**src/inc/ifs_pkg.sv**
```systemverilog
// package for the fifo occupancy, drain and detector-reset block
// assumes a 32-bit classic wishbone bus with byte addresses
`default_nettype none
package ifs_pkg;
	// register byte addresses
	localparam logic [31:0] IFS_ADDR_FIFO_STATUS   = 32'h4000_304c;
	localparam logic [31:0] IFS_ADDR_SHARED_CTRL   = 32'h4000_3050;
	localparam logic [31:0] IFS_ADDR_STRETCH_CTRL  = 32'h4000_3058;
	// reset values
	localparam logic [15:0] IFS_RST_FIFO_STATUS    = 16'h0000;
	localparam logic [15:0] IFS_RST_SHARED_CTRL    = 16'h0000;
	localparam logic [15:0] IFS_RST_STRETCH_CTRL   = 16'h0000;
	localparam logic [31:0] IFS_RST_WB_DATA        = 32'h0000_0000;
	// fifo status field positions
	localparam int          IFS_BIT_MTX_DRAIN      = 9;
	localparam int          IFS_BIT_STX_DRAIN      = 8;
	localparam int          IFS_BIT_MRX_OCC_LO     = 6;
	localparam int          IFS_BIT_MTX_OCC_LO     = 4;
	localparam int          IFS_BIT_SRX_OCC_LO     = 2;
	localparam int          IFS_BIT_STX_OCC_LO     = 0;
	// shared control field position
	localparam int          IFS_BIT_DET_RESET      = 0;
	// stretch control field positions
	localparam int          IFS_BIT_SLV_TIMEOUT    = 9;
	localparam int          IFS_BIT_MST_TIMEOUT    = 8;
	localparam int          IFS_BIT_SLV_STRETCH_LO = 4;
	localparam int          IFS_BIT_MST_STRETCH_LO = 0;
	// fifo indices, each index i owns occupancy bits [2i+1:2i]
	localparam int          IFS_FIFO_STX           = 0;
	localparam int          IFS_FIFO_SRX           = 1;
	localparam int          IFS_FIFO_MTX           = 2;
	localparam int          IFS_FIFO_MRX           = 3;
	localparam int          IFS_FIFO_COUNT         = 4;
	localparam int          IFS_FIFO_DEPTH         = 2;
	localparam int          IFS_BYTE_W             = 8;
	// occupancy codes
	localparam logic [1:0]  IFS_OCC_EMPTY          = 2'h0;
	localparam logic [1:0]  IFS_OCC_ONE            = 2'h1;
	localparam logic [1:0]  IFS_OCC_TWO            = 2'h2;
	// idle level of both bus lines after reset
	localparam logic        IFS_LINE_IDLE          = 1'b1;

	typedef struct packed {
		logic                  valid;
		logic [IFS_BYTE_W-1:0] data;
	} ifs_stream_type;
endpackage
`default_nettype wire

```
**src/hw/ifs_bus_detect.sv**
```systemverilog
// start and stop condition detector with bus-occupied flag
// assumes scl and sda arrive asynchronously from the bus pins
`default_nettype none
module ifs_bus_detect (
	// clock and reset
	input  wire logic clk_i,
	input  wire logic rst_i,
	// detector soft reset pulse
	input  wire logic soft_reset_i,
	// bus lines
	input  wire logic scl_i,
	input  wire logic sda_i,
	// results
	output logic      occupied_o,
	output logic      start_o,
	output logic      stop_o
);
	logic scl_meta;
	logic scl_sync;
	logic scl_prev;
	logic sda_meta;
	logic sda_sync;
	logic sda_prev;
	logic next_scl_prev;
	logic next_sda_prev;
	logic next_occupied;
	logic next_start;
	logic next_stop;
	logic start_seen;
	logic stop_seen;

	assign start_seen = scl_sync && scl_prev && sda_prev && !sda_sync;
	assign stop_seen = scl_sync && scl_prev && !sda_prev && sda_sync;

	always_comb begin
		next_scl_prev = scl_sync;
		next_sda_prev = sda_sync;
		next_start = start_seen;
		next_stop = stop_seen;
		next_occupied = occupied_o;
		if (start_seen) begin
			next_occupied = 1'b1;
		end else if (stop_seen) begin
			next_occupied = 1'b0;
		end
		// edge history reloads from the lines, so a low sda cannot fake a start
		if (soft_reset_i) begin
			next_start = 1'b0;
			next_stop = 1'b0;
			next_occupied = 1'b0;
		end
	end

	always_ff @(posedge clk_i) begin
		if (rst_i) begin
			scl_meta <= ifs_pkg::IFS_LINE_IDLE;
			scl_sync <= ifs_pkg::IFS_LINE_IDLE;
			scl_prev <= ifs_pkg::IFS_LINE_IDLE;
			sda_meta <= ifs_pkg::IFS_LINE_IDLE;
			sda_sync <= ifs_pkg::IFS_LINE_IDLE;
			sda_prev <= ifs_pkg::IFS_LINE_IDLE;
			occupied_o <= 1'b0;
			start_o <= 1'b0;
			stop_o <= 1'b0;
		end else begin
			scl_meta <= scl_i;
			scl_sync <= scl_meta;
			scl_prev <= next_scl_prev;
			sda_meta <= sda_i;
			sda_sync <= sda_meta;
			sda_prev <= next_sda_prev;
			occupied_o <= next_occupied;
			start_o <= next_start;
			stop_o <= next_stop;
		end
	end
endmodule // ifs_bus_detect
`default_nettype wire

```
**src/hw/ifs_fifo2.sv**
```systemverilog
// two-entry shift buffer with valid/ready on both sides and a drain input
// assumes a single clock and a synchronous active-high reset
`default_nettype none
module ifs_fifo2 #(
	parameter int WIDTH = ifs_pkg::IFS_BYTE_W,
	parameter int DEPTH = ifs_pkg::IFS_FIFO_DEPTH
) (
	// clock and reset
	input  wire logic                       clk_i,
	input  wire logic                       rst_i,
	// drain pulse
	input  wire logic                       flush_i,
	// filling side
	input  wire logic                       in_valid_i,
	input  wire logic [WIDTH-1:0]           in_data_i,
	output logic                            in_ready_o,
	// draining side
	output logic                            out_valid_o,
	output logic [WIDTH-1:0]                out_data_o,
	input  wire logic                       out_ready_i,
	// occupancy, also the write index of the next byte, one lower when a pop shifts in the same cycle
	output logic [$clog2(DEPTH+1)-1:0]      count_o
);
	localparam int CW = $clog2(DEPTH+1);

	logic [DEPTH-1:0][WIDTH-1:0] mem;
	logic [DEPTH-1:0][WIDTH-1:0] next_mem;
	logic [CW-1:0]               next_count;
	logic                        next_in_ready;
	logic                        next_out_valid;
	logic                        push;
	logic                        pop;
	logic [CW-1:0]               wr_idx;

	assign push = in_valid_i && in_ready_o;
	assign pop = out_valid_o && out_ready_i;
	assign out_data_o = mem[0];

	// head always sits in entry 0, so read data come straight from a flop
	always_comb begin
		next_mem = mem;
		next_count = count_o;
		wr_idx = count_o - CW'(pop);
		if (flush_i) begin
			next_count = '0;
		end else begin
			if (pop) begin
				for (int i = 0; i < DEPTH - 1; i++) begin
					next_mem[i] = mem[i+1];
				end
			end
			if (push) begin
				next_mem[wr_idx] = in_data_i;
			end
			next_count = count_o + CW'(push) - CW'(pop);
		end
		// ready is registered: a full buffer refuses in the cycle of a pop and accepts from the next cycle
		next_in_ready = (next_count != CW'(DEPTH));
		next_out_valid = (next_count != '0);
	end

	always_ff @(posedge clk_i) begin
		if (rst_i) begin
			mem <= '0;
			count_o <= '0;
			in_ready_o <= 1'b1;
			out_valid_o <= 1'b0;
		end else begin
			mem <= next_mem;
			count_o <= next_count;
			in_ready_o <= next_in_ready;
			out_valid_o <= next_out_valid;
		end
	end
endmodule // ifs_fifo2
`default_nettype wire

```
**src/hw/ifs_top.sv**
```systemverilog
// fifo occupancy, transmit drain and detector reset registers of the i2c block
// assumes classic wishbone on clk_i; protocol engines sit on the stream ports
`default_nettype none
module ifs_top (
	// clock and reset
	input  wire logic                                                clk_i,
	input  wire logic                                                rst_i,
	// wishbone slave
	input  wire logic [31:0]                                         adr_i,
	input  wire logic [31:0]                                         dat_i,
	input  wire logic [3:0]                                          sel_i,
	input  wire logic                                                we_i,
	input  wire logic                                                cyc_i,
	input  wire logic                                                stb_i,
	output logic [31:0]                                              dat_o,
	output logic                                                     ack_o,
	// bus lines
	input  wire logic                                                scl_i,
	input  wire logic                                                sda_i,
	// detector results
	output logic                                                     bus_occupied_flag_o,
	output logic                                                     start_detect_o,
	output logic                                                     stop_detect_o,
	// fifo filling side, index per package fifo order
	input  wire ifs_pkg::ifs_stream_type [ifs_pkg::IFS_FIFO_COUNT-1:0] push_i,
	output logic [ifs_pkg::IFS_FIFO_COUNT-1:0]                       push_ready_o,
	// fifo draining side
	output ifs_pkg::ifs_stream_type [ifs_pkg::IFS_FIFO_COUNT-1:0]    pop_o,
	input  wire logic [ifs_pkg::IFS_FIFO_COUNT-1:0]                  pop_ready_i,
	// stretch control and timeout events
	output logic [3:0]                                               master_stretch_mode_o,
	output logic [3:0]                                               slave_stretch_mode_o,
	input  wire logic                                                master_stretch_timeout_i,
	input  wire logic                                                slave_stretch_timeout_i
);
	localparam int NF = ifs_pkg::IFS_FIFO_COUNT;
	localparam int MTX = ifs_pkg::IFS_FIFO_MTX;
	localparam int STX = ifs_pkg::IFS_FIFO_STX;
	localparam int SRX = ifs_pkg::IFS_FIFO_SRX;
	localparam int MRX = ifs_pkg::IFS_FIFO_MRX;

	// bus request decode
	logic             hit_fsta;
	logic             hit_shcon;
	logic             hit_asscl;
	logic             wr_take;
	logic             rd_capture;
	logic             next_ack;
	logic [31:0]      next_dat;
	logic [15:0]      rd_word;

	// fifo state
	logic [NF-1:0][1:0] occ;
	logic [NF-1:0]      drain;
	logic [NF-1:0]      out_valid;
	logic [NF-1:0][7:0] out_data;

	// detector soft reset pulse, no storage behind it
	logic             det_reset;

	// stretch control register
	logic [3:0]       next_mst_mode;
	logic [3:0]       next_slv_mode;
	logic             mst_timeout;
	logic             slv_timeout;
	logic             next_mst_timeout;
	logic             next_slv_timeout;

	// word address compare; the two low address bits never select a register
	always_comb begin
		hit_fsta = 1'b0;
		hit_shcon = 1'b0;
		hit_asscl = 1'b0;
		if (adr_i[31:2] == ifs_pkg::IFS_ADDR_FIFO_STATUS[31:2]) begin
			hit_fsta = 1'b1;
		end else if (adr_i[31:2] == ifs_pkg::IFS_ADDR_SHARED_CTRL[31:2]) begin
			hit_shcon = 1'b1;
		end else if (adr_i[31:2] == ifs_pkg::IFS_ADDR_STRETCH_CTRL[31:2]) begin
			hit_asscl = 1'b1;
		end
	end

	// writes land at the edge where ack is seen; reads are captured one edge earlier
	assign wr_take = cyc_i && stb_i && we_i && ack_o;
	assign rd_capture = cyc_i && stb_i && !we_i && !ack_o;

	// drain bits act only on a written one and leave nothing stored
	always_comb begin
		drain = '0;
		if (wr_take && hit_fsta && sel_i[1]) begin
			drain[MTX] = dat_i[ifs_pkg::IFS_BIT_MTX_DRAIN];
			drain[STX] = dat_i[ifs_pkg::IFS_BIT_STX_DRAIN];
		end
	end

	assign det_reset = wr_take && hit_shcon && sel_i[0] && dat_i[ifs_pkg::IFS_BIT_DET_RESET];

	// read word assembly; write-only and reserved bits read zero
	always_comb begin
		rd_word = 16'h0000;
		if (hit_fsta) begin
			rd_word[ifs_pkg::IFS_BIT_MRX_OCC_LO +: 2] = occ[MRX];
			rd_word[ifs_pkg::IFS_BIT_MTX_OCC_LO +: 2] = occ[MTX];
			rd_word[ifs_pkg::IFS_BIT_SRX_OCC_LO +: 2] = occ[SRX];
			rd_word[ifs_pkg::IFS_BIT_STX_OCC_LO +: 2] = occ[STX];
		end else if (hit_asscl) begin
			rd_word[ifs_pkg::IFS_BIT_SLV_TIMEOUT] = slv_timeout;
			rd_word[ifs_pkg::IFS_BIT_MST_TIMEOUT] = mst_timeout;
			rd_word[ifs_pkg::IFS_BIT_SLV_STRETCH_LO +: 4] = slave_stretch_mode_o;
			rd_word[ifs_pkg::IFS_BIT_MST_STRETCH_LO +: 4] = master_stretch_mode_o;
		end
	end

	// one wait state on every access; unmapped addresses ack with zero data
	always_comb begin
		next_ack = cyc_i && stb_i && !ack_o;
		next_dat = dat_o;
		if (rd_capture) begin
			next_dat = {16'h0000, rd_word};
		end
	end

	// stretch control: modes are plain storage, timeouts clear on read
	always_comb begin
		next_mst_mode = master_stretch_mode_o;
		next_slv_mode = slave_stretch_mode_o;
		next_mst_timeout = mst_timeout;
		next_slv_timeout = slv_timeout;
		if (wr_take && hit_asscl && sel_i[0]) begin
			next_mst_mode = dat_i[ifs_pkg::IFS_BIT_MST_STRETCH_LO +: 4];
			next_slv_mode = dat_i[ifs_pkg::IFS_BIT_SLV_STRETCH_LO +: 4];
		end
		if (rd_capture && hit_asscl) begin
			next_mst_timeout = 1'b0;
			next_slv_timeout = 1'b0;
		end
		// a timeout in the clearing cycle survives the read
		if (master_stretch_timeout_i) begin
			next_mst_timeout = 1'b1;
		end
		if (slave_stretch_timeout_i) begin
			next_slv_timeout = 1'b1;
		end
	end

	always_ff @(posedge clk_i) begin
		if (rst_i) begin
			ack_o <= 1'b0;
			dat_o <= ifs_pkg::IFS_RST_WB_DATA;
			master_stretch_mode_o <= ifs_pkg::IFS_RST_STRETCH_CTRL[3:0];
			slave_stretch_mode_o <= ifs_pkg::IFS_RST_STRETCH_CTRL[7:4];
			mst_timeout <= ifs_pkg::IFS_RST_STRETCH_CTRL[8];
			slv_timeout <= ifs_pkg::IFS_RST_STRETCH_CTRL[9];
		end else begin
			ack_o <= next_ack;
			dat_o <= next_dat;
			master_stretch_mode_o <= next_mst_mode;
			slave_stretch_mode_o <= next_slv_mode;
			mst_timeout <= next_mst_timeout;
			slv_timeout <= next_slv_timeout;
		end
	end

	// four identical two-byte buffers; receive buffers simply never see a drain
	for (genvar g = 0; g < NF; g++) begin : g_fifo
		ifs_fifo2 #(
			.WIDTH (ifs_pkg::IFS_BYTE_W),
			.DEPTH (ifs_pkg::IFS_FIFO_DEPTH)
		) u_fifo (
			.clk_i       (clk_i),
			.rst_i       (rst_i),
			.flush_i     (drain[g]),
			.in_valid_i  (push_i[g].valid),
			.in_data_i   (push_i[g].data),
			.in_ready_o  (push_ready_o[g]),
			.out_valid_o (out_valid[g]),
			.out_data_o  (out_data[g]),
			.out_ready_i (pop_ready_i[g]),
			.count_o     (occ[g])
		);
		assign pop_o[g].valid = out_valid[g];
		assign pop_o[g].data = out_data[g];
	end

	ifs_bus_detect u_detect (
		.clk_i        (clk_i),
		.rst_i        (rst_i),
		.soft_reset_i (det_reset),
		.scl_i        (scl_i),
		.sda_i        (sda_i),
		.occupied_o   (bus_occupied_flag_o),
		.start_o      (start_detect_o),
		.stop_o       (stop_detect_o)
	);
endmodule // ifs_top
`default_nettype wire

```
**config.mk**
```make
export PLATFORM = sky130hd
export DESIGN_NAME = ifs_top
export DESIGN_NICKNAME = d
export VERILOG_FILES = /design/src/inc/ifs_pkg.sv /design/src/hw/ifs_bus_detect.sv /design/src/hw/ifs_fifo2.sv /design/src/hw/ifs_top.sv
export SDC_FILE = /design/constraint.sdc
export NUM_CORES = 1
export LEC_CHECK = 0
export BUFFER_PORTS_ARGS = -buffer_cell sky130_fd_sc_hd__buf_2
export CAP_MARGIN = 0
export CORE_ASPECT_RATIO = 1.2
export CORE_UTILIZATION = 51
export CTS_BUF_LIST = sky130_fd_sc_hd__clkbuf_8 sky130_fd_sc_hd__clkbuf_16
export DETAILED_ROUTE_END_ITERATION = 10
export GPL_ROUTABILITY_DRIVEN = 0
export HOLD_SLACK_MARGIN = 0.15
export MAX_ROUTING_LAYER = met4
export PLACE_DENSITY = 0.86
export SLEW_MARGIN = 10
export SYNTH_ARGS = -nofsm -noshare
export SYNTH_HDL_FRONTEND = slang
export SYNTH_SLANG_ARGS = --single-unit
```
**constraint.sdc**
```tcl
create_clock -name clk_i -period 3.08 [get_ports clk_i]
set_input_delay 0.154 -clock clk_i [delete_from_list [all_inputs] [get_ports clk_i]]
set_output_delay 0.154 -clock clk_i [all_outputs]
set_load 0.01 [all_outputs]
```
[After elaboration in Yosys (flattened, before gate mapping)]
Cells that the tools add are included.
Operators by class
  $add $sub $neg: 12
  order comparisons: 8
  eq/ne operators: 7
  multiplexer cells: 40
  bitwise operators: 2
  reductions and logical operators: 45
Operators with widths (count)
  $mux 8: 15
  $eq 30x29->1 const B: 3
  $bwmux 16: 4
  $demux 8 s1: 4
  $logic_and 1x1->1: 31
  $sub 2x1->2: 8
  $reduce_bool 2->1: 7
  $mux 1: 13
  $mux 10: 1
  $add 2x1->2: 4
  $ge 2x1->1 const B: 4
  $lt 2x2->1 const B: 4
  $ne 2x2->1 const B: 4
  $mux 2: 3
  $logic_not 1->1: 4
  $reduce_and 2->1: 2
  $not 1->1: 2
  $reduce_or 2->1: 1
Storage, ports and cells
  register bits: 110
  bits of input ports: 117
  output and inout port bits: 84
  logic and storage cells: 149

[Longest topological paths before layout]
Gate-level depths: netlist of the first run.
  depth in word-level cells: 9
  gate-level depth with buffers: 10
  mapped depth without buffers: 9

[Modules after synthesis]
From an unflattened synthesis of the first run, not the netlist that was laid out.
Second synthesis, totals
  cell total of the unflattened synthesis: 698
  area total of the unflattened synthesis: 5919.4 sq um
By module, submodules not included
  ifs_fifo2: times used 4, cells each 131, area each 1092.3 sq um, seq. area each 400.4 sq um
  ifs_top: times used 1, cells each 150, area each 1272.5 sq um, seq. area each 420.4 sq um
  ifs_bus_detect: times used 1, cells each 24, area each 277.8 sq um, seq. area each 180.2 sq um

[Worst setup path before layout of the first run]
No wires, ideal clock.
  path kind: flip-flop to flip-flop
  start point: register g_fifo[0].u_fifo.out_valid_o
  end point: register g_fifo[0].u_fifo.mem[15] (netlist bit)
  setup time: 0.125 ns
  data arrival time: 2.083 ns
  path slack: 0.872 ns
  cell stages (with the launch flop): 10
  path buffers: 2
  period minus slack after synthesis: 2.208 ns
  path through: dfxtp_1 > clkbuf_1 > nand2_1 > inv_1 > ha_1 > nand3b_1 > or2_2 > buf_1 > a22oi_1 > nand3_1
On the way
  longest elaborated chain between the ends: 7
  elaborated cells on any way between the ends: 8
  those cells by class: 1 x add/sub; 2 x order compare; 3 x mux; 2 x reduce/logical
Ends and longest elaborated chain
  from (decl): line ifs_fifo2.sv:18  | output logic out_valid_o,
  from (signal assigned): line ifs_fifo2.sv:72  | out_valid_o <= next_out_valid;
  $logic_and 1x1->1 (*): line ifs_fifo2.sv:36  | assign pop = out_valid_o && out_ready_i;
  $sub 2x1->2 (*): line ifs_fifo2.sv:43  | wr_idx = count_o - CW'(pop);
  $ge 2x1->1 (not written as such) or $lt 2x2->1 (tied branches): line ifs_fifo2.sv:53  | next_mem[wr_idx] = in_data_i;
  $logic_and 1x1->1 (not written as such): line ifs_fifo2.sv:53
  $mux 8 (not written as such): line ifs_fifo2.sv:53
  $demux 8 s1 (*)
  $bwmux 16 (*): line ifs_fifo2.sv:53
  to (signal assigned): line ifs_fifo2.sv:69  | mem <= next_mem;
  to (decl): line ifs_fifo2.sv:26  | logic [DEPTH-1:0][WIDTH-1:0] mem;
Mark *: on every way between the ends. The rest lies on a longest branch, timed or not.
A chain may end at the register's enable or synchronous reset.

[Worst setup path after layout of the first run]
  start point: register g_fifo[2].u_fifo.out_valid_o
  end point: register g_fifo[2].u_fifo.mem[9] (netlist bit)
On the way
  longest elaborated chain between the ends: 7
  elaborated cells on any way between the ends: 8
  those cells by class: 1 x add/sub; 2 x order compare; 3 x mux; 2 x reduce/logical
Ends and longest elaborated chain (line)
  from (decl): ifs_fifo2.sv:18
  from (signal assigned): ifs_fifo2.sv:72
  $logic_and 1x1->1 (*): ifs_fifo2.sv:36
  $sub 2x1->2 (*): ifs_fifo2.sv:43
  $ge 2x1->1 (not written as such) or $lt 2x2->1 (tied branches): ifs_fifo2.sv:53
  $logic_and 1x1->1 (not written as such): ifs_fifo2.sv:53
  $mux 8 (not written as such): ifs_fifo2.sv:53
  $demux 8 s1 (*)
  $bwmux 16 (*): ifs_fifo2.sv:53
  to (signal assigned): ifs_fifo2.sv:69
  to (decl): ifs_fifo2.sv:26
Marked as above.

==> results of run 1 <==
## sequential cells by signal, summed over array words and instances (netlist names)
signal,count
g_fifo.u_fifo.mem,32
g_fifo.u_fifo.out_data_o,32
dat_o,10
g_fifo.u_fifo.count_o,8
g_fifo.u_fifo.in_ready_o,4
g_fifo.u_fifo.out_valid_o,4
master_stretch_mode_o,4
slave_stretch_mode_o,4
ack_o,1
mst_timeout,1
slv_timeout,1
u_detect.next_scl_prev,1
u_detect.next_sda_prev,1
u_detect.occupied_o,1
u_detect.scl_meta,1
u_detect.scl_prev,1
u_detect.sda_meta,1
u_detect.sda_prev,1
u_detect.start_o,1
u_detect.stop_o,1
## area by class of cell
type | count | area [um^2]
antenna | 1 | 2.50
clock buffer | 10 | 239
clock inverter | 6 | 45.0
fill | 991 | 4100
inverter | 30 | 113
multi-input combinational | 486 | 3010
sequential | 110 | 2200
tap | 154 | 193
timing repair buffer | 205 | 1230
## logic make-up (layout without fill, tap and decap cells)
group | Yosys count | after routing | synth area share
multiplexers | 24 | 24 | 0.0407
flip-flops | 110 | 110 | 0.373
buffers and inverters | 140 | 251 | 0.132
XOR/XNOR | 10 | 10 | 0.0148
AND/OR/NAND/NOR | 272 | 272 | 0.242
other | 1 | 23 | 0.000635
AO/OA/AOI/OAI | 148 | 148 | 0.176
adder cells (fa/ha/maj) | 10 | 10 | 0.0212
## how the worst min path moves through the flow
stage,to,depth (start not counted),start,slack [ps]
after floorplan,u_detect.scl_meta,1,scl_i,260
after global placement,u_detect.sda_meta,2,sda_i,340
after detailed placement,u_detect.sda_meta,2,sda_i,340
after CTS,g_fifo[2].u_fifo.mem[14],4,push_i[24],230
after global routing,g_fifo[0].u_fifo.mem[8],4,push_i[0],260
final,g_fifo[0].u_fifo.mem[15],4,push_i[7],240
## worst max-delay path, stage by stage, from the launching register on
cell                       delay, ps
sky130_fd_sc_hd__dfxtp_1         300
sky130_fd_sc_hd__buf_4           160
sky130_fd_sc_hd__nand2_1          90
sky130_fd_sc_hd__inv_1            60
sky130_fd_sc_hd__ha_1            300
sky130_fd_sc_hd__nand3b_1        380
sky130_fd_sc_hd__or2_2           480
sky130_fd_sc_hd__a22oi_1         190
sky130_fd_sc_hd__nand3_1         110
## through the flow
stage | power, mW | std cells | area [um^2] | setup slack, ps | utilization
2_1_floorplan | 4.09 | 736 | 5980 | 872 | -
4_1_cts | 5.66 | 1001 | 7030 | 897 | 0.631
5_1_grt | 6.05 | 1002 | 7040 | 693 | 0.632
3_5_place_dp | 4.50 | 955 | 6450 | 912 | 0.579
6_report | 5.65 | 1002 | 7040 | 878 | 0.632
3_3_place_gp | 4.42 | 955 | 6450 | 922 | 0.579
## placed cells by master, fill, tap and decap left out, drive strengths merged, types with 6 or more instances in the layout
cell	count
dfxtp	110
nor4b	16
or3	6
o41ai	16
or2	11
conb	22
inv	31
o21ai	34
ha	10
a311oi	16
nand3	20
o221ai	8
mux2i	24
a211o	16
nor2	58
xnor2	6
nor2b	20
nor3	20
a22oi	16
buf	175
dlygate4sd3	30
nand4	23
a21oi	35
clkbuf	10
nand2	69
## where the power goes
part | internal [mW] | switching (mW)
combinational | 1.06 | 1.39
sequential | 1.85 | 0.232
clock | 0.576 | 0.538
total | 3.49 | 2.16
## layer usage
layer  wire (um)  GRT usage  part of all wire
met5           0          -                 0
met4         274     0.0924             0.018
met3        1030     0.0373             0.067
met2        7720      0.462              0.51
met1        6250      0.305              0.41
==> impl.org, run 1 <==
** Outcome
- Result of the run :: complete, no violations

** Clocking
- Source-to-sink clock delay at the later pin of the worst-skew pair :: 350 ps
- CTS tree :: done
- In this run the number of H-tree levels came out at 3.
- Clock tree root driver cell :: sky130_fd_sc_hd__clkbuf_16
- Number of buffers created by CTS :: 9
- Maximum root-to-sink buffer count :: 2
- CTS clk-pin slew, worst paths :: 70 ps
- Post-CTS setup repair buffer count :: 0
- Quantity of hold-fixing buffers added after cts :: 30
- Post-CTS Resized :: 0
- Number of clock sinks seen by CTS :: 110

** Die
- Die H :: 120 um
- Pin placement for this block handled 201 I/O pins.
- The region available for standard cell placement spans 11100 um^2.
- The die is 100 um wide.
- Die Area :: 12000 um^2
- Placement row count :: 42
- The initial utilization of the core area, before any placement, comes to 0.530.

** Synth
- Number of enable flip-flop cells after synthesis :: 0
- In the synthesized netlist the dominant register cell turns out to be sky130_fd_sc_hd__dfxtp_1.
- Cell variety after synth :: 45
- Area contributors post-synth :: sky130_fd_sc_hd__dfxtp_1, sky130_fd_sc_hd__buf_4, sky130_fd_sc_hd__nand2_1
- The cell area that synthesis handed to floorplanning was 5900 um^2.
- Average instance area after synthesis :: 8.26 um^2
- Of the synthesized area, sequential elements account for 0.373.
- After synthesis, the most frequently instantiated cells are sky130_fd_sc_hd__dfxtp_1, sky130_fd_sc_hd__nand2_1, sky130_fd_sc_hd__buf_4, sky130_fd_sc_hd__nor2_1.
- Fraction of registers with async set/reset :: 0
- Mapped Cells :: 715
- Largest area contributor in the synthesized netlist :: sky130_fd_sc_hd__dfxtp_1
- The synthesized design contains 110 register bits.
- Most common cell in the netlist :: sky130_fd_sc_hd__dfxtp_1
- Synth top area share :: 0.373
- The Yosys step of the flow raised 0 warnings.

** Routing
- Pre-Repair DR Iteration Count :: 5
- Starting DRT DRC Count :: 299
- After detailed routing, the average wire length per cell comes to 15.2 um.
- Total DRC errors in the routed layout :: 0
- Using the TritonRoute via totals, the vias-per-cell ratio works out to 5.58.
- The routed layout has 5592 vias.
- Final antenna-violating net count :: 0
- For this block, the routed nets add up to 15.3 mm of wire.

** GRT
- Via count of the first global-routing pass :: 5315
- Pin count of the biggest net entering global routing :: 46
- Global-route wire length before repair :: 24.6 mm
- Global routing finished with a remaining overflow of 0.
- Antenna violations before repair :: 1
- GRT Util Overall :: 0.263

** Worst setup path
- Tracing the worst setup path back leads to its startpoint at g_fifo[2].u_fifo.out_valid_o.
- Arrival time worst endpoint :: 2430 ps
- Count of cells along the worst register-to-register path :: 8
- The startpoint identified for the worst register-to-register timing path is g_fifo[2].u_fifo.out_valid_o.
- The worst register-to-register path ends at g_fifo[2].u_fifo.mem[9].
- The worst setup path is launched from a flip-flop.
- Critical Path RT :: 3300 ps
- The critical path ends at g_fifo[2].u_fifo.mem[9].
- Of all nets on the critical path, the largest fanout is 10.
- Setup slack of the most critical reg-to-reg path :: 880 ps
- Category of the most critical setup path :: reg -> reg
- The worst setup path is captured at a flip-flop.

** STA
- Worst slew margin :: 0.523
- On the final layout, the worst hold slack is 241 ps.
- Final period utilization :: 0.715
- The count of final hold-check violations came to 0.
- Counting I/O delays and the setup requirement, the final critical path takes 2200 ps.
- Setup-failing EPs final :: 0
- Sum Neg Setup Slack :: 0 ps
- Final Slew Violations :: 0
- For the final database, setup skew stands at 6.23 ps.
- Derived from the worst setup path, the maximum achievable clock frequency is 454 MHz.
- For the pin with the worst max-slew slack, the measured transition is 713 ps.
- RSZ-0062 raised after global routing :: no

** Worst hold path
- In this run the worst hold path is classified as in -> reg.

** Job
- Max-Cap Viols :: 0

** Power
- Peak supply drop :: 394 uV
- Leakage power figure :: 3.06 nW
- Power density over cell area :: 803 nW/um^2

** Placed design
- Port Buf Inserts :: 152
- Summed over all nets, the half-perimeter wirelength after detailed placement is 10.5 mm.

** Cells and area
- Final net count :: 969
- Layout cells sized above 1 :: 0.250
- Area grow syn2layout :: 19.2%
No activity file was read; power rests on OpenSTA's default activity.
==> run 2: changes to the inputs <==
--- a/config.mk
+++ b/config.mk
@@ -5,16 +5,17 @@
 export SDC_FILE = /design/constraint.sdc
 export NUM_CORES = 1
 export LEC_CHECK = 0
+export ABC_AREA = 1
 export BUFFER_PORTS_ARGS = -buffer_cell sky130_fd_sc_hd__buf_2
 export CAP_MARGIN = 0
 export CORE_ASPECT_RATIO = 1.2
-export CORE_UTILIZATION = 51
+export CORE_UTILIZATION = 45
 export CTS_BUF_LIST = sky130_fd_sc_hd__clkbuf_8 sky130_fd_sc_hd__clkbuf_16
 export DETAILED_ROUTE_END_ITERATION = 10
 export GPL_ROUTABILITY_DRIVEN = 0
 export HOLD_SLACK_MARGIN = 0.15
 export MAX_ROUTING_LAYER = met4
-export PLACE_DENSITY = 0.86
+export PLACE_DENSITY = 0.81
 export SLEW_MARGIN = 10
 export SYNTH_ARGS = -nofsm -noshare
 export SYNTH_HDL_FRONTEND = slang
==> constraint.sdc (replaced) <==
create_clock -name clk_i -period 1.9 [get_ports clk_i]
set_input_delay 0.095 -clock clk_i [delete_from_list [all_inputs] [get_ports clk_i]]
set_output_delay 0.095 -clock clk_i [all_outputs]
set_load 0.01 [all_outputs]
==> run 2 against run 1 <==
  * Via count decreased by 5.0%
  * Sequential share of layout area about the same
  * Clock power increased by 69%
  * Routed wire length is 13% lower
  * Highest routed layer unchanged
  * Global-route usage shrank 5.7 points
  * Largest cell class unchanged
==> impl.org, run 2 <==
** Outcome
- Result of the run :: complete, no violations

** Power
- The cell area power density is 1240 nW/um^2 (+54%).
- The power after layout is 8.72 mW (+54%).
- The static leakage power came to 3.53 nW (+15%).
- Peak supply drop :: 874 uV (+120%)

** Worst setup path
- The delay of the slowest cell on the worst path is 570 ps (+90 ps).
- The worst setup path is captured at a flip-flop.
- STA classifies the critical path startpoint as an input port.
- Traced cell by cell, the critical path runs through dlygate4sd3_1 > buf_2 > nor2_2 > nand2_1 > nor2_1 > nand2_1 > nor2_2 > buf_6 > nand4_1 > dlygate4sd3_1 > a21oi_1.
- The minimum setup slack among reg-to-reg paths is 150 ps (-730 ps).
- Arrival time worst endpoint :: 2070 ps (-360 ps)
- Combined buffer and inverter count along the critical path :: 4 (+2)
- The worst endpoint required time came to 2180 ps (-1120 ps).
- Category of the most critical setup path :: in -> reg
- Crit-path leading delay family :: buffers and inverters
- The slowest stage of the critical path belongs to the cell sky130_fd_sc_hd__dlygate4sd3_1.
- The maximum fanout encountered on the critical timing path is 7 (-3).

** Die
- The die height was 124 um (+3.7%).
- The number of standard-cell rows in the floorplan was 44 (+4.8%).
- The die width came to 104 um (+3.7%).
- Number of top-level pins :: 201 (unchanged)
- Initial Utilization :: 0.463 (-0.0664)
- The core footprint came to 12100 um^2 (+8.7%).
- Die Area :: 12900 um^2 (+7.6%)

** Synth
- Area contributors post-synth :: sky130_fd_sc_hd__dfxtp_1, sky130_fd_sc_hd__nand2_1, sky130_fd_sc_hd__buf_4
- Count of yosys warnings during synthesis :: 0 (unchanged)
- Number of enable flip-flop cells after synthesis :: 0 (unchanged)
- Number of flip-flops and latches in the synthesized netlist :: 110 (unchanged)
- The fraction of post-synthesis cell area in the top cell type by area is 0.392 (+0.0193).
- Cell variety after synth :: 30 (-33%)
- The netlist area before placement is 5610 um^2 (-4.9%).
- The share of flip-flops with an asynchronous set or reset came to 0 (unchanged).
- Most used flip-flop cell after synthesis :: sky130_fd_sc_hd__dfxtp_1
- The average footprint of a synthesized cell is 7.02 um^2 (-15%).
- The largest total area in the synthesized netlist belongs to sky130_fd_sc_hd__dfxtp_1.
- The fraction of the yosys area taken by sequential cells is 0.392 (+0.0193).
- The synthesized instance count was 799 (+12%).
- By count the netlist is led by sky130_fd_sc_hd__nand2_1, sky130_fd_sc_hd__inv_1, sky130_fd_sc_hd__dfxtp_1, sky130_fd_sc_hd__nor2_1, sky130_fd_sc_hd__o21ai_0.
- Most common cell in the netlist :: sky130_fd_sc_hd__nand2_1

** GRT
- Via count of the first global-routing pass :: 4784 (-10%)
- Global-route wire length before repair :: 21.5 mm (-13%)
- Antenna violations before repair :: 0 (-1)
- The aggregate global-route resource usage is 0.207 (-0.0566).
- The pin count of the biggest net entering global routing is 35 (-24%).
- Total overflow reported by the global router :: 0 (unchanged)

** Cells and area
- The library cell used most frequently in the layout, excluding fill and tap cells, is sky130_fd_sc_hd__buf_2.
- Commonest cells after routing, fill and taps aside :: sky130_fd_sc_hd__buf_2, sky130_fd_sc_hd__nand2_1, sky130_fd_sc_hd__inv_1, sky130_fd_sc_hd__dfxtp_1, sky130_fd_sc_hd__nor2_1
- Final net count :: 1091 (+13%)
- The fraction of final layout cells with drive strength greater than 1 is 0.228 (-0.0222).
- The antenna diode count is 0 (-1).
- The post-layout utilization of the core is 0.581 (-0.0504).
- Number of fillers in the final layout :: 1121 (+13%)
- From synthesis to final layout, the design area changed by 25.4%.

** Clocking
- The CTS buffer count is 9 (unchanged).
- The clock network latency to the later pin of the worst-skew pair came to 340 ps (about the same).
- CTS tree :: done
- CTS clk-pin slew, worst paths :: 80 ps (about the same)
- The tree is rooted in a sky130_fd_sc_hd__clkbuf_16.
- H-tree levels :: 3 (unchanged)
- Maximum root-to-sink buffer count :: 2 (unchanged)
- Number of clock sinks seen by CTS :: 110 (unchanged)

** STA
- Worst slew margin :: 0.630 (+0.107)
- Final Hold Vio Count :: 0 (unchanged)
- Worst Max-Slew Pin Slew :: 552 ps (-161 ps)
- Setup repair after global routing could not meet its margin everywhere.
- Clock period minus final worst setup slack :: 1780 ps
- Derived from the worst setup path, the maximum achievable clock frequency is 561 MHz.
- The number of setup violations in the final report was 0 (unchanged).
- Dividing the final minimum period by the clock period gives 0.938.
- Final Skew :: 8.97 ps (+2.73 ps)
- Final Slew Violations :: 0 (unchanged)

** Routing
- Wirelength, routed :: 13.3 mm (-13%)
- Average wire per cell in the routed design :: 11.8 um (-23%)
- The number of DRC violations after detailed routing came to 0 (unchanged).
- The number of nets still failing antenna checks after routing came to 0 (unchanged).
- Starting DRT DRC Count :: 244 (-18%)
- Via count :: 5315 (-5.0%)
- The number of optimization iterations in the first detailed-route pass is 5 (unchanged).
- Avg Vias per Cell :: 4.70 (-16%)

** Placed design
- Port Buf Inserts :: 152 (unchanged)
- Dpl hpwl :: 8.63 mm (-18%)

** Worst hold path
- The path class of the tightest hold or removal check is in -> reg.

** Job
- Max-Cap Viols :: 0 (unchanged)
[run 2: cell count changes in the layout (fill, tap and decap cells not counted), sizes merged, moves of 17 or more]
cell         previous run  this run
inv                    31       119
a21oi                  35        79
nor2b                  20         0
mux2i                  24         0
nand2                  69       139
nor2                   58        99
dlygate4sd3            30        52
nand3                  20        37
o21ai                  34        80
[run 2: stage by stage]
step | setup WS, ps | TNS, ps | hold WS [ps] | std cells | cell area, um^2
after detailed placement | 11.6 | 0 | 283 | 1059 | 6140
after floorplan | 58.0 | 0 | 199 | 820 | 5700
after CTS | 1.73 | 0 | 151 | 1130 | 7000
final | 117 | 0 | 117 | 1130 | 7040
after global placement | 114 | 0 | 277 | 1059 | 6140
after global routing | -45.1 | -45.1 | 136 | 1130 | 7040
[run 2: routing by layer]
metal,vias to the layer above,wire length (um),part of all wire,track usage
li1,2770,-,-,-
met1,2379,5600,0.42,0.243
met2,143,6880,0.52,0.358
met3,23,568,0.043,0.0324
met4,0,277,0.021,0.0714
met5,-,0,0,-
[run 2: final cells by class]
| class | count | area [um^2] | area share |
|---|---|---|---|
| Tap cell | 161 | 201 | 0.0286 |
| Clock inverter | 7 | 75.1 | 0.0107 |
| Clock buffer | 9 | 225 | 0.0320 |
| Sequential cell | 110 | 2200 | 0.313 |
| Timing Repair Buffer | 222 | 1420 | 0.202 |
| Multi-Input combinational cell | 504 | 2470 | 0.351 |
| Inverter | 117 | 439 | 0.0624 |
[run 2: report_power, final]
group / internal [mW] / total (mW) / switching, mW
Sequential: 3.04 / 3.38 / 0.337
Clock: 0.933 / 1.88 / 0.947
Combinational: 1.42 / 3.46 / 2.04
[run 2: worst paths after layout]
path,cells past startpoint,startpoint,endpoint
worst max-delay path,11,adr_i[20],slave_stretch_mode_o[3]
worst min-delay path,3,sel_i[0],master_stretch_mode_o[3]
worst max register to register,9,g_fifo[0].u_fifo.out_valid_o,g_fifo[0].u_fifo.in_ready_o
worst min register to register,1,u_detect.sda_meta,u_detect.next_sda_prev
[run 2: repair_timing]
action / 4_1_cts / 5_1_grt
endpoints found under the setup margin: 2 / 33
pin swaps: 0 / 3
gates resized for setup: 1 / 8
endpoints found under the hold margin: 62 / 0
cloned: 0 / 2
hold buffers: 55 / 0
setup buffers: 0 / 2
[run 2: tightest hold or removal path, stage by stage]
cell and delay (ps):
sky130_fd_sc_hd__buf_2 150, sky130_fd_sc_hd__nand4_1 120, sky130_fd_sc_hd__a21oi_2 50
[run 2: kinds of logic after synthesis]
family,after synthesis,synth area share
other cells,1,0.000668
simple gates,305,0.239
xor+xnor,6,0.00936
fa+ha+maj,10,0.0223
buf+inv,208,0.195
compound gates,159,0.142
flops,110,0.392
==> run 3: changes to the inputs <==
--- a/config.mk
+++ b/config.mk
@@ -10,12 +10,12 @@
 export CAP_MARGIN = 0
 export CORE_ASPECT_RATIO = 1.2
 export CORE_UTILIZATION = 45
-export CTS_BUF_LIST = sky130_fd_sc_hd__clkbuf_8 sky130_fd_sc_hd__clkbuf_16
 export DETAILED_ROUTE_END_ITERATION = 10
 export GPL_ROUTABILITY_DRIVEN = 0
 export HOLD_SLACK_MARGIN = 0.15
 export MAX_ROUTING_LAYER = met4
 export PLACE_DENSITY = 0.81
+export SETUP_SLACK_MARGIN = 0.4
 export SLEW_MARGIN = 10
 export SYNTH_ARGS = -nofsm -noshare
 export SYNTH_HDL_FRONTEND = slang
==> run 3 against run 2 <==
  * Register-to-register slack better by 90 ps
  * Sequential power is 3% higher
  * Final area is 10% higher
  * Via count is 6.0% higher
  * First-iteration DRC count is 46% higher
  * Hold slack better by 74 ps
  * Clock-buffer cell count is 2 higher
  * Routed wire length is 12% higher
  * Non-clock buffer count is 23 higher
  * Critical path depth is 1 lower
  * Fmax is 7.7% higher
==> impl.org, run 3 (synthesis results as in run 2) <==
** Outcome
- The run finished with clean final reports.

** Worst setup path
- Tracing the worst setup path back leads to its startpoint at g_fifo[0].u_fifo.out_valid_o.
- The worst register-to-register path begins at g_fifo[0].u_fifo.out_valid_o.
- The most critical setup path has its endpoint at g_fifo[0].u_fifo.out_data_o[6].
- Cells along the critical path :: nand2_4 > inv_4 > ha_4 > nand4_1 > buf_6 > o21ai_2 > inv_1 > nand2_1 > nand2_1 > nor2_1
- Crit-path slowest cell :: sky130_fd_sc_hd__dfxtp_2
- Category of the most critical setup path :: reg -> reg
- The worst setup path is captured at a flip-flop.
- Crit start category :: flip-flop
- Arrival time worst endpoint :: 1930 ps (-140 ps)
- Endpoint of the lowest-slack register-to-register path :: g_fifo[0].u_fifo.out_data_o[6]
- Counting stages on the worst path, the most repeated cell is sky130_fd_sc_hd__nand2_1.
- Critical Path RT :: 2170 ps (about the same)
- Highest net fanout along the worst path :: 8 (+1)
- CP peak stage delay :: 340 ps (-230 ps)
- Count of cells along the worst register-to-register path :: 10 (+1)
- Setup slack of the most critical reg-to-reg path :: 240 ps (+90 ps)

** Die
- The total die area came to 12900 um^2 (unchanged).
- Initial Utilization :: 0.463 (unchanged)
- The die height was 124 um (unchanged).
- The number of standard-cell rows in the floorplan was 44 (unchanged).
- The number of top-level design ports was 201 (unchanged).
- Placeable core region :: 12100 um^2 (unchanged)
- The die width was 104 um (unchanged).

** Cells and area
- Layout Cell Area excl Fill :: 7770 um^2 (+10%)
- Most common cell after layout, fill and taps aside :: sky130_fd_sc_hd__buf_2
- The antenna diode count was 0 (unchanged).
- The fraction of final layout cells with drive strength greater than 1 came to 0.339 (+0.111).
- Number of fillers in the final layout :: 1007 (-10%)
- The post-layout utilization of the core came to 0.642 (+0.0607).
- The final standard cell count with taps included and fillers excluded is 1154 (+2.1%).
- The library cells used most frequently in the layout, excluding fill and tap cells, are sky130_fd_sc_hd__buf_2, sky130_fd_sc_hd__nand2_1, sky130_fd_sc_hd__dfxtp_1, sky130_fd_sc_hd__inv_1, sky130_fd_sc_hd__nor2_1.
- Final net count :: 1115 (+2.2%)
- The area growth from synthesis to layout is 38.5%.

** Routing
- Avg Vias per Cell :: 4.88 (+3.8%)
- The number of optimization iterations in the first detailed-route pass is 4 (-1).
- Starting DRT DRC Count :: 357 (+46%)
- Average wire per cell in the routed design :: 12.9 um (+9.7%)
- Via count :: 5633 (+6.0%)
- Wirelength, routed :: 14.9 mm (+12%)
- The number of nets still failing antenna checks after routing is 0 (unchanged).
- Total DRC errors in the routed layout :: 0 (unchanged)

** Clocking
- H-tree levels :: 3 (unchanged)
- Number of clock sinks seen by CTS :: 110 (unchanged)
- The CTS buffer count was 9 (unchanged).
- CTS placed an instance of sky130_fd_sc_hd__clkbuf_16 at the clock tree root.
- CTS tree :: done
- The post-CTS clock slew at the launch and capture registers of the worst setup and hold paths was 70 ps (about the same).
- Source-to-sink clock delay at the later pin of the worst-skew pair :: 340 ps (about the same)
- Maximum root-to-sink buffer count :: 2 (unchanged)

** Placed design
- Cell area after placement :: 6310 um^2 (+2.6%)
- The total instance count after detailed placement was 1056 (-0.28%).
- The post-placement setup slack was 162 ps (+151 ps).
- Port Buf Inserts :: 152 (unchanged)
- Dpl hpwl :: 8.64 mm (about the same)

** STA
- Sum Neg Setup Slack :: 0 ps (unchanged)
- Worst Max-Slew Pin Slew :: 651 ps (+98.6 ps)
- Final period utilization :: 0.871 (-0.0671)
- Clock period minus final worst setup slack :: 1660 ps (-128 ps)
- Final worst hold slack :: 191 ps (+73.6 ps)
- The relative slew slack was 0.565 (-0.0651).
- Final Slew Violations :: 0 (unchanged)
- The number of setup violations in the final report was 0 (unchanged).
- The clock skew came to 4.52 ps (-4.45 ps).
- Final Hold Vio Count :: 0 (unchanged)
- The achievable clock frequency came to 604 MHz (+7.7%).
- RSZ-0062 raised after global routing :: yes
- The worst setup slack after layout is 245 ps (+128 ps).

** Job
- The number of max-cap violations was 0 (unchanged).

** Power
- The static leakage power was 3.74 nW (+6.0%).
- Power after layout :: 10.5 mW (+20%)
- The cell area power density is 1350 nW/um^2 (+8.7%).
- Peak supply drop :: 1010 uV (+15%)

** GRT
- Global-route wire length before repair :: 22.5 mm (+4.9%)
- Via count of the first global-routing pass :: 5170 (+8.1%)
- The aggregate global routing overflow was 0 (unchanged).
- Pin count of the biggest net entering global routing :: 37 (+5.7%)
- The aggregate global-route resource usage is 0.218 (+0.0114).
- Antenna violations before repair :: 0 (unchanged)

** Worst hold path
- In this run the worst hold path is classified as in -> reg.
==> run 3: cell types whose count changed in the layout (fill, tap and decap cells not counted), sizes merged <==
cell / before / now
clkbuf: 9 / 11
buf: 170 / 195
bufinv: 0 / 1
dlygate4sd3: 52 / 50
nand2: 139 / 140
inv: 119 / 117
clkinvlp: 1 / 0
==> run 3: worst max-delay path, delay by kind of cell, from the launching register on <==
kind                     cells  cell delay, ps
AND/OR/NAND/NOR              5             540
flip-flops                   1             340
buffers and inverters        3             340
adder cells (fa/ha/maj)      1             270
AO/OA/AOI/OAI                1             120
==> run 3: timing repair <==
item / 4_1_cts / 5_1_grt
setup endpoints to repair: 61 / 98
buffers inserted: 10 / 12
cloned: 5 / 5
pin swaps: 20 / 32
resized for setup: 50 / 81
endpoints found under the hold margin: 65 / 0
hold buffers: 50 / 0
==> run 3: worst min-delay path by stage <==
| stage | start | endpoint | slack, ps | cells past startpoint |
|---|---|---|---|---|
| global route | dat_i[0] | master_stretch_mode_o[0] | 200 | 4 |
| detailed placement | scl_i | u_detect.scl_meta | 280 | 2 |
| finish | dat_i[0] | master_stretch_mode_o[0] | 190 | 4 |
| CTS | dat_i[0] | master_stretch_mode_o[0] | 180 | 4 |
| global placement | scl_i | u_detect.scl_meta | 280 | 2 |
| floorplan | scl_i | u_detect.scl_meta | 200 | 1 |
==> run 3: final cells by class <==
class	count	area (um^2)	share of cell area
tap	161	201	0.0259
multi-input combinational	505	2900	0.374
sequential	110	2210	0.285
clock inverter	5	57.6	0.00740
clock buffer	11	243	0.0312
inverter	117	452	0.0581
timing repair buffer	245	1700	0.219
==> run 3: power by group <==
| group | total, mW | switching (mW) | internal, mW |
|---|---|---|---|
| sequential | 3.48 | 0.416 | 3.07 |
| combinational | 5.10 | 2.81 | 2.30 |
| clock | 1.89 | 0.831 | 1.06 |
| total | 10.5 | 4.05 | 6.42 |
==> run 3: per-layer routing <==
metal | GRT usage | part of all wire | up-vias
li1 | - | - | 2815
met1 | 0.232 | 0.39 | 2564
met2 | 0.389 | 0.52 | 216
met3 | 0.0408 | 0.054 | 38
met4 | 0.101 | 0.030 | 0
met5 | - | 0 | -
